[src/irl_pkg.sv]
/*
 Package for the internal interrupt request latches: register selects,
 field positions, reset values and carrier types.
 Assumes a single processor clock domain and a peripheral register port.
*/
package irl_pkg;

	// Register selects on the peripheral register port
	localparam logic [1:0] IRL_SEL_TIMER  = 2'h0;
	localparam logic [1:0] IRL_SEL_DMA    = 2'h1;
	localparam logic [1:0] IRL_SEL_SERIAL = 2'h2;

	// Field positions: latch bits low, write guard bits from bit 8
	localparam int IRL_GUARD_POS = 8;
	localparam int IRL_TIMER_N   = 3;
	localparam int IRL_DMA_N     = 4;
	localparam int IRL_SERIAL_N  = 4;
	localparam int IRL_SOURCES   = 11;

	// Serial bit order: rx0, tx0, rx1, tx1
	localparam int IRL_SER_RX0 = 0;
	localparam int IRL_SER_TX0 = 1;
	localparam int IRL_SER_RX1 = 2;
	localparam int IRL_SER_TX1 = 3;

	localparam logic [2:0] IRL_TIMER_RST  = 3'h0;
	localparam logic [3:0] IRL_DMA_RST    = 4'h0;
	localparam logic [3:0] IRL_SERIAL_RST = 4'h0;
	localparam logic [15:0] IRL_RDATA_RST = 16'h0000;

	// Peripheral pulse inputs
	typedef struct packed {
		logic [2:0] timer_maxcount_req;
		logic [3:0] dma_done_req;
		logic       serial1_tx_done_req;
		logic       serial1_rx_done_req;
		logic       serial0_tx_done_req;
		logic       serial0_rx_done_req;
	} irl_pulse_t;

	// Register port request
	typedef struct packed {
		logic        wr;
		logic        rd;
		logic [1:0]  sel;
		logic [15:0] wdata;
	} irl_bus_t;

	// Seven hardwired slave controller inputs
	typedef struct packed {
		logic       serial0_tx;
		logic       serial0_rx;
		logic [1:0] dma_hi;
		logic [2:0] timer;
	} irl_slave_ir_t;

	// Four sources routed to the port 3 multiplexer
	typedef struct packed {
		logic       serial1_tx;
		logic       serial1_rx;
		logic [1:0] dma_lo;
	} irl_mux_out_t;

endpackage

[src/irl_latches.sv]
/*
 Internal interrupt request latches: turn peripheral request pulses into
 level requests for the slave interrupt controller and the port 3 pins.
 Assumes pulses and register port come from logic on sys_clk_i.
*/
`timescale 1ns/100ps
module irl_latches
(
	input  wire logic                   sys_clk_i,
	input  wire logic                   rst_n_i,
	input  wire logic                   clk_en_i,
	input  wire irl_pkg::irl_pulse_t    pulse_i,
	input  wire irl_pkg::irl_bus_t      bus_i,
	output logic [15:0]                 rdata_o,
	output irl_pkg::irl_slave_ir_t      slave_ir_o,
	output irl_pkg::irl_mux_out_t       mux_irq_o
);
	import irl_pkg::*;

	logic [IRL_TIMER_N-1:0]  timer_latch_bits;
	logic [IRL_DMA_N-1:0]    dma_latch_bits;
	logic [IRL_SERIAL_N-1:0] serial_latch_bits;
	logic [IRL_TIMER_N-1:0]  next_timer;
	logic [IRL_DMA_N-1:0]    next_dma;
	logic [IRL_SERIAL_N-1:0] next_serial;
	logic [IRL_TIMER_N-1:0]  timer_set;
	logic [IRL_DMA_N-1:0]    dma_set;
	logic [IRL_SERIAL_N-1:0] serial_set;
	logic [3:0]              wguard;
	logic [3:0]              wval;

	// Pulses are sampled at each rising edge with clk_en_i high; a one-cycle pulse is seen at exactly one
	assign timer_set  = pulse_i.timer_maxcount_req;
	assign dma_set    = pulse_i.dma_done_req;
	assign serial_set = {pulse_i.serial1_tx_done_req, pulse_i.serial1_rx_done_req,
		pulse_i.serial0_tx_done_req, pulse_i.serial0_rx_done_req};

	// Guards are write only: never stored, so every write must carry them
	assign wguard = bus_i.wdata[IRL_GUARD_POS+3:IRL_GUARD_POS];
	assign wval   = bus_i.wdata[3:0];

	// Guarded write, then hardware set on top so a pulse wins over a clear
	always_comb
	begin
		next_timer  = timer_latch_bits;
		next_dma    = dma_latch_bits;
		next_serial = serial_latch_bits;
		if (bus_i.wr)
		begin
			unique case (bus_i.sel)
				IRL_SEL_TIMER:
				begin
					next_timer = (timer_latch_bits & ~wguard[2:0])
						| (wval[2:0] & wguard[2:0]);
				end
				IRL_SEL_DMA:
				begin
					next_dma = (dma_latch_bits & ~wguard) | (wval & wguard);
				end
				IRL_SEL_SERIAL:
				begin
					next_serial = (serial_latch_bits & ~wguard) | (wval & wguard);
				end
				default:
				begin
					next_timer = timer_latch_bits;
				end
			endcase
		end
		next_timer  = next_timer | timer_set;
		next_dma    = next_dma | dma_set;
		next_serial = next_serial | serial_set;
	end

	// Three identical latch registers, held until cleared
	always_ff @(posedge sys_clk_i or negedge rst_n_i)
	begin
		if (!rst_n_i)
		begin
			timer_latch_bits  <= IRL_TIMER_RST;
			dma_latch_bits    <= IRL_DMA_RST;
			serial_latch_bits <= IRL_SERIAL_RST;
		end
		else if (clk_en_i)
		begin
			timer_latch_bits  <= next_timer;
			dma_latch_bits    <= next_dma;
			serial_latch_bits <= next_serial;
		end
	end

	// Read data registered; guard positions always zero
	always_ff @(posedge sys_clk_i or negedge rst_n_i)
	begin
		if (!rst_n_i)
		begin
			rdata_o <= IRL_RDATA_RST;
		end
		else if (clk_en_i && bus_i.rd)
		begin
			unique case (bus_i.sel)
				IRL_SEL_TIMER:  rdata_o <= {13'h0000, timer_latch_bits};
				IRL_SEL_DMA:    rdata_o <= {12'h000, dma_latch_bits};
				IRL_SEL_SERIAL: rdata_o <= {12'h000, serial_latch_bits};
				default:        rdata_o <= IRL_RDATA_RST;
			endcase
		end
	end

	// Outputs follow the latch flops one cycle later, as registers
	always_ff @(posedge sys_clk_i or negedge rst_n_i)
	begin
		if (!rst_n_i)
		begin
			slave_ir_o <= '0;
			mux_irq_o  <= '0;
		end
		else if (clk_en_i)
		begin
			// Fixed wiring order is the default slave priority
			slave_ir_o.timer      <= timer_latch_bits;
			slave_ir_o.dma_hi     <= dma_latch_bits[3:2];
			slave_ir_o.serial0_rx <= serial_latch_bits[IRL_SER_RX0];
			slave_ir_o.serial0_tx <= serial_latch_bits[IRL_SER_TX0];
			mux_irq_o.dma_lo      <= dma_latch_bits[1:0];
			mux_irq_o.serial1_rx  <= serial_latch_bits[IRL_SER_RX1];
			mux_irq_o.serial1_tx  <= serial_latch_bits[IRL_SER_TX1];
		end
	end

	// Count of live requests, only for the checks below
	logic [3:0] live_cnt;
	assign live_cnt = 4'($countones({timer_latch_bits, dma_latch_bits, serial_latch_bits}));

	source_count_a: assert property (@(posedge sys_clk_i) disable iff (!rst_n_i)
		live_cnt <= 4'(IRL_SOURCES))
		else $error("more live requests than sources");

	pulse_sets_a: assert property (@(posedge sys_clk_i) disable iff (!rst_n_i)
		clk_en_i && pulse_i.timer_maxcount_req[0] |=> timer_latch_bits[0])
		else $error("timer pulse not latched");

	set_wins_a: assert property (@(posedge sys_clk_i) disable iff (!rst_n_i)
		clk_en_i && pulse_i.serial0_rx_done_req && bus_i.wr && bus_i.sel == IRL_SEL_SERIAL
		|=> serial_latch_bits[IRL_SER_RX0])
		else $error("pulse lost to clear");

	hold_level_a: assert property (@(posedge sys_clk_i) disable iff (!rst_n_i)
		timer_latch_bits[1] && !(bus_i.wr && bus_i.sel == IRL_SEL_TIMER) |=> timer_latch_bits[1])
		else $error("latch dropped without write");

	guard_off_a: assert property (@(posedge sys_clk_i) disable iff (!rst_n_i)
		clk_en_i && bus_i.wr && bus_i.sel == IRL_SEL_DMA && !bus_i.wdata[IRL_GUARD_POS+2]
		&& !pulse_i.dma_done_req[2] |=> $stable(dma_latch_bits[2]))
		else $error("unguarded bit changed");

	guard_read_a: assert property (@(posedge sys_clk_i) disable iff (!rst_n_i)
		rdata_o[15:4] == 12'h000)
		else $error("guard positions read nonzero");

	wired_out_a: assert property (@(posedge sys_clk_i) disable iff (!rst_n_i)
		clk_en_i |=> slave_ir_o.timer == $past(timer_latch_bits))
		else $error("slave input not following latch");

	mux_pin_a: assert property (@(posedge sys_clk_i) disable iff (!rst_n_i)
		clk_en_i && bus_i.wr && bus_i.sel == IRL_SEL_DMA && bus_i.wdata[IRL_GUARD_POS]
		&& bus_i.wdata[0] ##1 clk_en_i |=> mux_irq_o.dma_lo[0])
		else $error("software set did not reach pin");

	// Per-bit views for the checks: guarded write hits and output pins by bit
	logic [IRL_TIMER_N-1:0]  timer_hit;
	logic [IRL_DMA_N-1:0]    dma_hit;
	logic [IRL_SERIAL_N-1:0] serial_hit;
	logic [IRL_DMA_N-1:0]    dma_view;
	logic [IRL_SERIAL_N-1:0] serial_view;
	assign timer_hit   = wguard[2:0] & {IRL_TIMER_N{bus_i.wr && bus_i.sel == IRL_SEL_TIMER}};
	assign dma_hit     = wguard & {IRL_DMA_N{bus_i.wr && bus_i.sel == IRL_SEL_DMA}};
	assign serial_hit  = wguard & {IRL_SERIAL_N{bus_i.wr && bus_i.sel == IRL_SEL_SERIAL}};
	assign dma_view    = {slave_ir_o.dma_hi, mux_irq_o.dma_lo};
	assign serial_view = {mux_irq_o.serial1_tx, mux_irq_o.serial1_rx,
		slave_ir_o.serial0_tx, slave_ir_o.serial0_rx};

	// Timer bits: set by pulse, changed only by guarded write
	for (genvar g = 0; g < IRL_TIMER_N; g++)
	begin : gen_timer_chk
		tmr_set_a: assert property (@(posedge sys_clk_i) disable iff (!rst_n_i)
			clk_en_i && timer_set[g] |=> timer_latch_bits[g])
			else $error("timer bit not set by pulse");

		tmr_keep_a: assert property (@(posedge sys_clk_i) disable iff (!rst_n_i)
			clk_en_i && !timer_set[g] && !timer_hit[g] |=> $stable(timer_latch_bits[g]))
			else $error("timer bit changed without cause");

		tmr_clear_a: assert property (@(posedge sys_clk_i) disable iff (!rst_n_i)
			clk_en_i && timer_hit[g] && !wval[g] && !timer_set[g] |=> !timer_latch_bits[g])
			else $error("timer bit not cleared");

		tmr_inject_a: assert property (@(posedge sys_clk_i) disable iff (!rst_n_i)
			clk_en_i && timer_hit[g] && wval[g] |=> timer_latch_bits[g])
			else $error("timer bit not set by software");

		tmr_load_a: assert property (@(posedge sys_clk_i) disable iff (!rst_n_i)
			clk_en_i && timer_hit[g] && !timer_set[g] |=> timer_latch_bits[g] == $past(wval[g]))
			else $error("timer bit not loaded");

		tmr_wire_a: assert property (@(posedge sys_clk_i) disable iff (!rst_n_i)
			clk_en_i |=> slave_ir_o.timer[g] == $past(timer_latch_bits[g]))
			else $error("timer request not wired");

		tmr_reach_a: assert property (@(posedge sys_clk_i) disable iff (!rst_n_i)
			clk_en_i && timer_set[g] ##1 clk_en_i |=> slave_ir_o.timer[g])
			else $error("timer pulse not reaching controller");

		tmr_quiet_a: assert property (@(posedge sys_clk_i) disable iff (!rst_n_i)
			clk_en_i && !timer_latch_bits[g] && !timer_set[g] && !(timer_hit[g] && wval[g])
			|=> !timer_latch_bits[g])
			else $error("timer bit set without source");
	end

	// DMA bits: channels 2 and 3 wired in, 0 and 1 out to the pins
	for (genvar g = 0; g < IRL_DMA_N; g++)
	begin : gen_dma_chk
		dma_set_a: assert property (@(posedge sys_clk_i) disable iff (!rst_n_i)
			clk_en_i && dma_set[g] |=> dma_latch_bits[g])
			else $error("dma bit not set by pulse");

		dma_keep_a: assert property (@(posedge sys_clk_i) disable iff (!rst_n_i)
			clk_en_i && !dma_set[g] && !dma_hit[g] |=> $stable(dma_latch_bits[g]))
			else $error("dma bit changed without cause");

		dma_clear_a: assert property (@(posedge sys_clk_i) disable iff (!rst_n_i)
			clk_en_i && dma_hit[g] && !wval[g] && !dma_set[g] |=> !dma_latch_bits[g])
			else $error("dma bit not cleared");

		dma_inject_a: assert property (@(posedge sys_clk_i) disable iff (!rst_n_i)
			clk_en_i && dma_hit[g] && wval[g] |=> dma_latch_bits[g])
			else $error("dma bit not set by software");

		dma_load_a: assert property (@(posedge sys_clk_i) disable iff (!rst_n_i)
			clk_en_i && dma_hit[g] && !dma_set[g] |=> dma_latch_bits[g] == $past(wval[g]))
			else $error("dma bit not loaded");

		dma_wire_a: assert property (@(posedge sys_clk_i) disable iff (!rst_n_i)
			clk_en_i |=> dma_view[g] == $past(dma_latch_bits[g]))
			else $error("dma request not routed");

		dma_reach_a: assert property (@(posedge sys_clk_i) disable iff (!rst_n_i)
			clk_en_i && dma_set[g] ##1 clk_en_i |=> dma_view[g])
			else $error("dma pulse not reaching output");

		dma_quiet_a: assert property (@(posedge sys_clk_i) disable iff (!rst_n_i)
			clk_en_i && !dma_latch_bits[g] && !dma_set[g] && !(dma_hit[g] && wval[g])
			|=> !dma_latch_bits[g])
			else $error("dma bit set without source");
	end

	// Serial bits: channel 0 wired in, channel 1 out to the pins
	for (genvar g = 0; g < IRL_SERIAL_N; g++)
	begin : gen_serial_chk
		ser_set_a: assert property (@(posedge sys_clk_i) disable iff (!rst_n_i)
			clk_en_i && serial_set[g] |=> serial_latch_bits[g])
			else $error("serial bit not set by pulse");

		ser_keep_a: assert property (@(posedge sys_clk_i) disable iff (!rst_n_i)
			clk_en_i && !serial_set[g] && !serial_hit[g] |=> $stable(serial_latch_bits[g]))
			else $error("serial bit changed without cause");

		ser_clear_a: assert property (@(posedge sys_clk_i) disable iff (!rst_n_i)
			clk_en_i && serial_hit[g] && !wval[g] && !serial_set[g] |=> !serial_latch_bits[g])
			else $error("serial bit not cleared");

		ser_inject_a: assert property (@(posedge sys_clk_i) disable iff (!rst_n_i)
			clk_en_i && serial_hit[g] && wval[g] |=> serial_latch_bits[g])
			else $error("serial bit not set by software");

		ser_load_a: assert property (@(posedge sys_clk_i) disable iff (!rst_n_i)
			clk_en_i && serial_hit[g] && !serial_set[g] |=> serial_latch_bits[g] == $past(wval[g]))
			else $error("serial bit not loaded");

		ser_wire_a: assert property (@(posedge sys_clk_i) disable iff (!rst_n_i)
			clk_en_i |=> serial_view[g] == $past(serial_latch_bits[g]))
			else $error("serial request not routed");

		ser_reach_a: assert property (@(posedge sys_clk_i) disable iff (!rst_n_i)
			clk_en_i && serial_set[g] ##1 clk_en_i |=> serial_view[g])
			else $error("serial pulse not reaching output");

		ser_quiet_a: assert property (@(posedge sys_clk_i) disable iff (!rst_n_i)
			clk_en_i && !serial_latch_bits[g] && !serial_set[g] && !(serial_hit[g] && wval[g])
			|=> !serial_latch_bits[g])
			else $error("serial bit set without source");
	end

	// Reads show the latch state before a same-cycle write
	rd_timer_a: assert property (@(posedge sys_clk_i) disable iff (!rst_n_i)
		clk_en_i && bus_i.rd && bus_i.sel == IRL_SEL_TIMER
		|=> rdata_o == {13'h0000, $past(timer_latch_bits)})
		else $error("timer read wrong");

	rd_dma_a: assert property (@(posedge sys_clk_i) disable iff (!rst_n_i)
		clk_en_i && bus_i.rd && bus_i.sel == IRL_SEL_DMA
		|=> rdata_o == {12'h000, $past(dma_latch_bits)})
		else $error("dma read wrong");

	rd_serial_a: assert property (@(posedge sys_clk_i) disable iff (!rst_n_i)
		clk_en_i && bus_i.rd && bus_i.sel == IRL_SEL_SERIAL
		|=> rdata_o == {12'h000, $past(serial_latch_bits)})
		else $error("serial read wrong");

	rd_unmapped_a: assert property (@(posedge sys_clk_i) disable iff (!rst_n_i)
		clk_en_i && bus_i.rd && bus_i.sel == 2'h3 |=> rdata_o == IRL_RDATA_RST)
		else $error("unmapped read not zero");

	rd_hold_a: assert property (@(posedge sys_clk_i) disable iff (!rst_n_i)
		!(clk_en_i && bus_i.rd) |=> $stable(rdata_o))
		else $error("read data changed without read");

	// Enable low must freeze every flop, outputs included
	freeze_all_a: assert property (@(posedge sys_clk_i) disable iff (!rst_n_i)
		!clk_en_i |=> $stable(timer_latch_bits) && $stable(dma_latch_bits)
		&& $stable(serial_latch_bits) && $stable(slave_ir_o) && $stable(mux_irq_o))
		else $error("state moved while disabled");

	unmapped_wr_a: assert property (@(posedge sys_clk_i) disable iff (!rst_n_i)
		clk_en_i && bus_i.wr && bus_i.sel == 2'h3 && pulse_i == '0
		|=> $stable(timer_latch_bits) && $stable(dma_latch_bits) && $stable(serial_latch_bits))
		else $error("unmapped write changed a latch");

	level_out_a: assert property (@(posedge sys_clk_i) disable iff (!rst_n_i)
		clk_en_i && (|{timer_latch_bits, dma_latch_bits, serial_latch_bits})
		|=> (|slave_ir_o) || (|mux_irq_o))
		else $error("live request not presented");

endmodule

[config.mk]
export PLATFORM = sky130hd
export DESIGN_NAME = irl_latches
export DESIGN_NICKNAME = d
export VERILOG_FILES = /design/src/irl_pkg.sv /design/src/irl_latches.sv
export SDC_FILE = /design/constraint.sdc
export NUM_CORES = 1
export LEC_CHECK = 0
export BUFFER_PORTS_ARGS = -buffer_cell sky130_fd_sc_hd__buf_2
export CORE_MARGIN = 1
export CORE_UTILIZATION = 25
export CTS_BUF_LIST = sky130_fd_sc_hd__clkbuf_16
export DETAILED_ROUTE_END_ITERATION = 10
export PLACE_DENSITY = 0.6
export SYNTH_ARGS = -nofsm -noshare
export SYNTH_HDL_FRONTEND = slang
export SYNTH_SLANG_ARGS = --single-unit
[constraint.sdc]
create_clock -name sys_clk_i -period 1.3 [get_ports sys_clk_i]
set_input_delay 0.065 -clock sys_clk_i [delete_from_list [all_inputs] [get_ports sys_clk_i]]
set_output_delay 0.065 -clock sys_clk_i [all_outputs]
set_load 0.02 [all_outputs]
==> flow_summary_export.csv <==
group,metric,value,unit
critical_path,arrival,1140,ps
critical_path,path_delay_family,"flip-flops",
floorplanning,core_area,5110,µm²
min_path,min_path_type,"input pin to register",
sta,tightestPinTransition,601,ps
logic_synthesis,synth_top_area_share,49.2,%
sta,fmax,1.05,GHz
critical_path,rr_worst_depth,3,
placement,port_buffers,40,
cells_and_area,fillers,549,
critical_path,end_kind,"register",
sta,skew,5.73,ps
logic_synthesis,avgSynthCellArea,10.6,µm²
cells_and_area,drive_gt1_share,38.0,%
min_path,min-delay-start,"pulse_i[6]",
critical_path,cpMaxStageDelayCell,"dfrtp_1",
routing,ant_nets,0,
power_and_ir_drop,p_leak,0.659,nW
cts,postCtsSetupBuffers,0,
critical_path,critPathKind,"register to register",
cts,path_clk_slew,70,ps
floorplanning,die_area,5580,µm²
grt,grt_max_degree,27,
grt,antenna_found_initial,0,
cells_and_area,multi_input_area,586,µm²
logic_synthesis,synth_area_leader_cell,"dfrtp_1",
sta,rsz0062_at_grt,"false",
critical_path,r2r_start,"dma_latch_bits[0]",
sta,setup_ws,352,ps
critical_path,r2r_setup_slack,350,ps
status,status,"finished, final reports clean",
critical_path,cp_max_fo,3,
floorplanning,die_y,74.7,µm
routing,routed_via_density,4.48,
sta,period_minus_slack,948,ps
grt,grt_pass1_vias,1027,
routing,wl_per_cell,12.9,µm
logic_synthesis,yosysUniqueCellTypes,26,
logic_synthesis,synth_area,1320,µm²
cts,htree_levels,1,
critical_path,worstReg2RegEnd,"rdata_o[0]",
critical_path,crit_start,"dma_latch_bits[0]",
cells_and_area,regArea,651,µm²
logic_synthesis,ys_seq_area_share,49.2,%
critical_path,critPathBufInv,0,
sta,tns,0,ps
logic_synthesis,synth_cells,125,
routing,first_iter_violations,44,
placement,place_congestion,0.697,
grt,grt_pass1_wl,4820,µm
cells_and_area,synthToLayoutAreaGrowth,25.6,%
power_and_ir_drop,pwr_density_cell,1290,nW/µm²
critical_path,worstPathCellList,"mux2i_1 > or2_2 > a31oi_1",
cts,clock_sinks,26,
cells_and_area,nets,201,
critical_path,startpoint_type,"register",
cells_and_area,antennaDiodeCount,0,
sta,relSlewSlack,59.9,%
routing,drc,0,
min_path,hold_depth,3,
critical_path,required,1490,ps
grt,grt_overflow,0,
logic_synthesis,synth_warnings,0,
floorplanning,ioPinCount,61,
grt,grt_usage,11.7,%
routing,wl,3050,µm
routing,dr.pass1.iters,4,
power_and_ir_drop,max-vdd-ir-drop,0.530,mV
routing,num_vias,1057,
sta,period_share,72.9,%
sta,hold_viol_final,0,
sta,drv_slew,0,
cts,cts_tree,"yes",
job,maxCapViolations,0,
min_path,hold_end,"dma_latch_bits[2]",
cts,root_buffer,"clkbuf_16",
placement,dp_hpwl,2290,µm
logic_synthesis,synthTopCellsByArea,"dfrtp_1 (49%), mux2_2 (9.4%), buf_4 (7.4%), nand2_1 (4.3%), o41a_1 (3.4%)",
power_and_ir_drop,finalPower,2.14,mW
logic_synthesis,ys_ff_latch,26,
critical_path,crit_path_max_incr_delay,370,ps
floorplanning,placementRows,26,
placement,pre_cts_slack,265,ps
sta,setup_viol,0,
cts,clk_latency,260,ps
cts,numCtsBuffers,3,
floorplanning,start_util,25.9,%
floorplanning,fp.dieW,74.7,µm
cts,cts_buffer_depth,2,
[per-layer routing]
| metal | part of all wire, % | wire length, µm | GRT usage, % |
|---|---|---|---|
| met5 | 0 | 0 | 0 |
| met1 | 44 | 1350 | 14.8 |
| met2 | 47 | 1440 | 18.9 |
| met3 | 7.0 | 215 | 3.35 |
| met4 | 1.4 | 43 | 4.40 |
[how the worst max path moves through the flow]
stage                     cells past startpoint                  end
after detailed placement                      4  timer_latch_bits[1]
after global placement                        4  timer_latch_bits[1]
after global routing                          3           rdata_o[1]
after floorplan                               4  timer_latch_bits[1]
final                                         3           rdata_o[0]
after CTS                                     3           rdata_o[0]
[repair_timing]
action | 4_1_cts | 5_1_grt
gates resized for setup | 0 | 0
endpoints found under the setup margin | 0 | 0
hold buffers | 1 | 0
endpoints found under the hold margin | 26 | 0
[stage by stage]
step / std cells / utilization (%) / instance area [µm²] / hold slack [ps]
floorplan: 136 / - / 1360 / -231
global placement: 231 / 30.3 / 1550 / 108
detailed placement: 231 / 30.3 / 1550 / 115
CTS: 236 / 32.5 / 1660 / 20.1
global route: 236 / 32.5 / 1660 / 31.5
finish: 236 / 32.5 / 1660 / 15.3
[flip-flops by register name, indices dropped and copies added, names as in the netlist]
signal             flops
dma_latch_bits         4
mux_irq_o              4
rdata_o                4
serial_latch_bits      4
slave_ir_o             7
timer_latch_bits       3
[synthesized netlist by cell type]
library cell	instances
dfrtp_1	26
nand2_1	15
buf_4	13
mux2_2	11
o21ai_0	8
nand3_1	6
nand4_1	5
a21oi_1	4
a31oi_1	4
nor2_1	4
o41a_1	4
buf_2	3
mux2i_1	3
o21ai_1	3
or2_2	3
nand3b_1	2
o211ai_1	2
and2_1	1
and3b_1	1
buf_6	1
clkbuf_1	1
conb_1	1
nand3b_4	1
nor2b_1	1
nor3b_1	1
or3b_4	1
[cell usage in the layout, fill, tap and decap left out]
cell type,synthesis,layout
a21oi_1,4,4
a31oi_1,4,4
and2_1,1,1
and3b_1,1,1
buf_2,3,40
buf_4,13,3
bufinv_16,0,1
clkbuf_16,0,3
conb_1,1,12
dfrtp_1,26,26
dlygate4sd3_1,0,1
mux2_2,11,11
mux2i_1,3,3
nand2_1,15,15
nand3_1,6,6
nand3b_1,2,2
nand3b_4,1,1
nand4_1,5,5
nor2_1,4,4
nor2b_1,1,1
nor3b_1,1,1
o211ai_1,2,2
o21ai_0,8,8
o21ai_1,3,3
o41a_1,4,4
or2_2,3,3
or3b_4,1,1
[layout make-up]
type / instances / area share, %
repair buffers: 44 / 14.0
clock buffers: 3 / 4.52
well taps: 70 / 5.27
clock inverters: 1 / 1.81
multi-input cells: 92 / 35.2
flip-flops and latches: 26 / 39.2
[worst reg2reg max path: cells and delay by family, from the launching register on]
kind               cells  cell delay (ps)
DFF                    1              370
AOI/OAI and AO/OA      1              150
and+or+nand+nor        1              280
muxes                  1               90
[power breakdown]
| group | internal (mW) | total [mW] | switching [mW] |
|---|---|---|---|
| sequential | 0.866 | 0.898 | 0.0321 |
| combinational | 0.128 | 0.342 | 0.214 |
| clock | 0.613 | 0.902 | 0.289 |
| total | 1.61 | 2.14 | 0.534 |
[cell families after synthesis]
family / share of synthesized area, %
AOI/OAI and AO/OA: 12.1
buffers and inverters: 9.65
DFF: 49.2
muxes: 11.6
other: 0.284
and+or+nand+nor: 17.1
(Power assumes the default switching activity.)
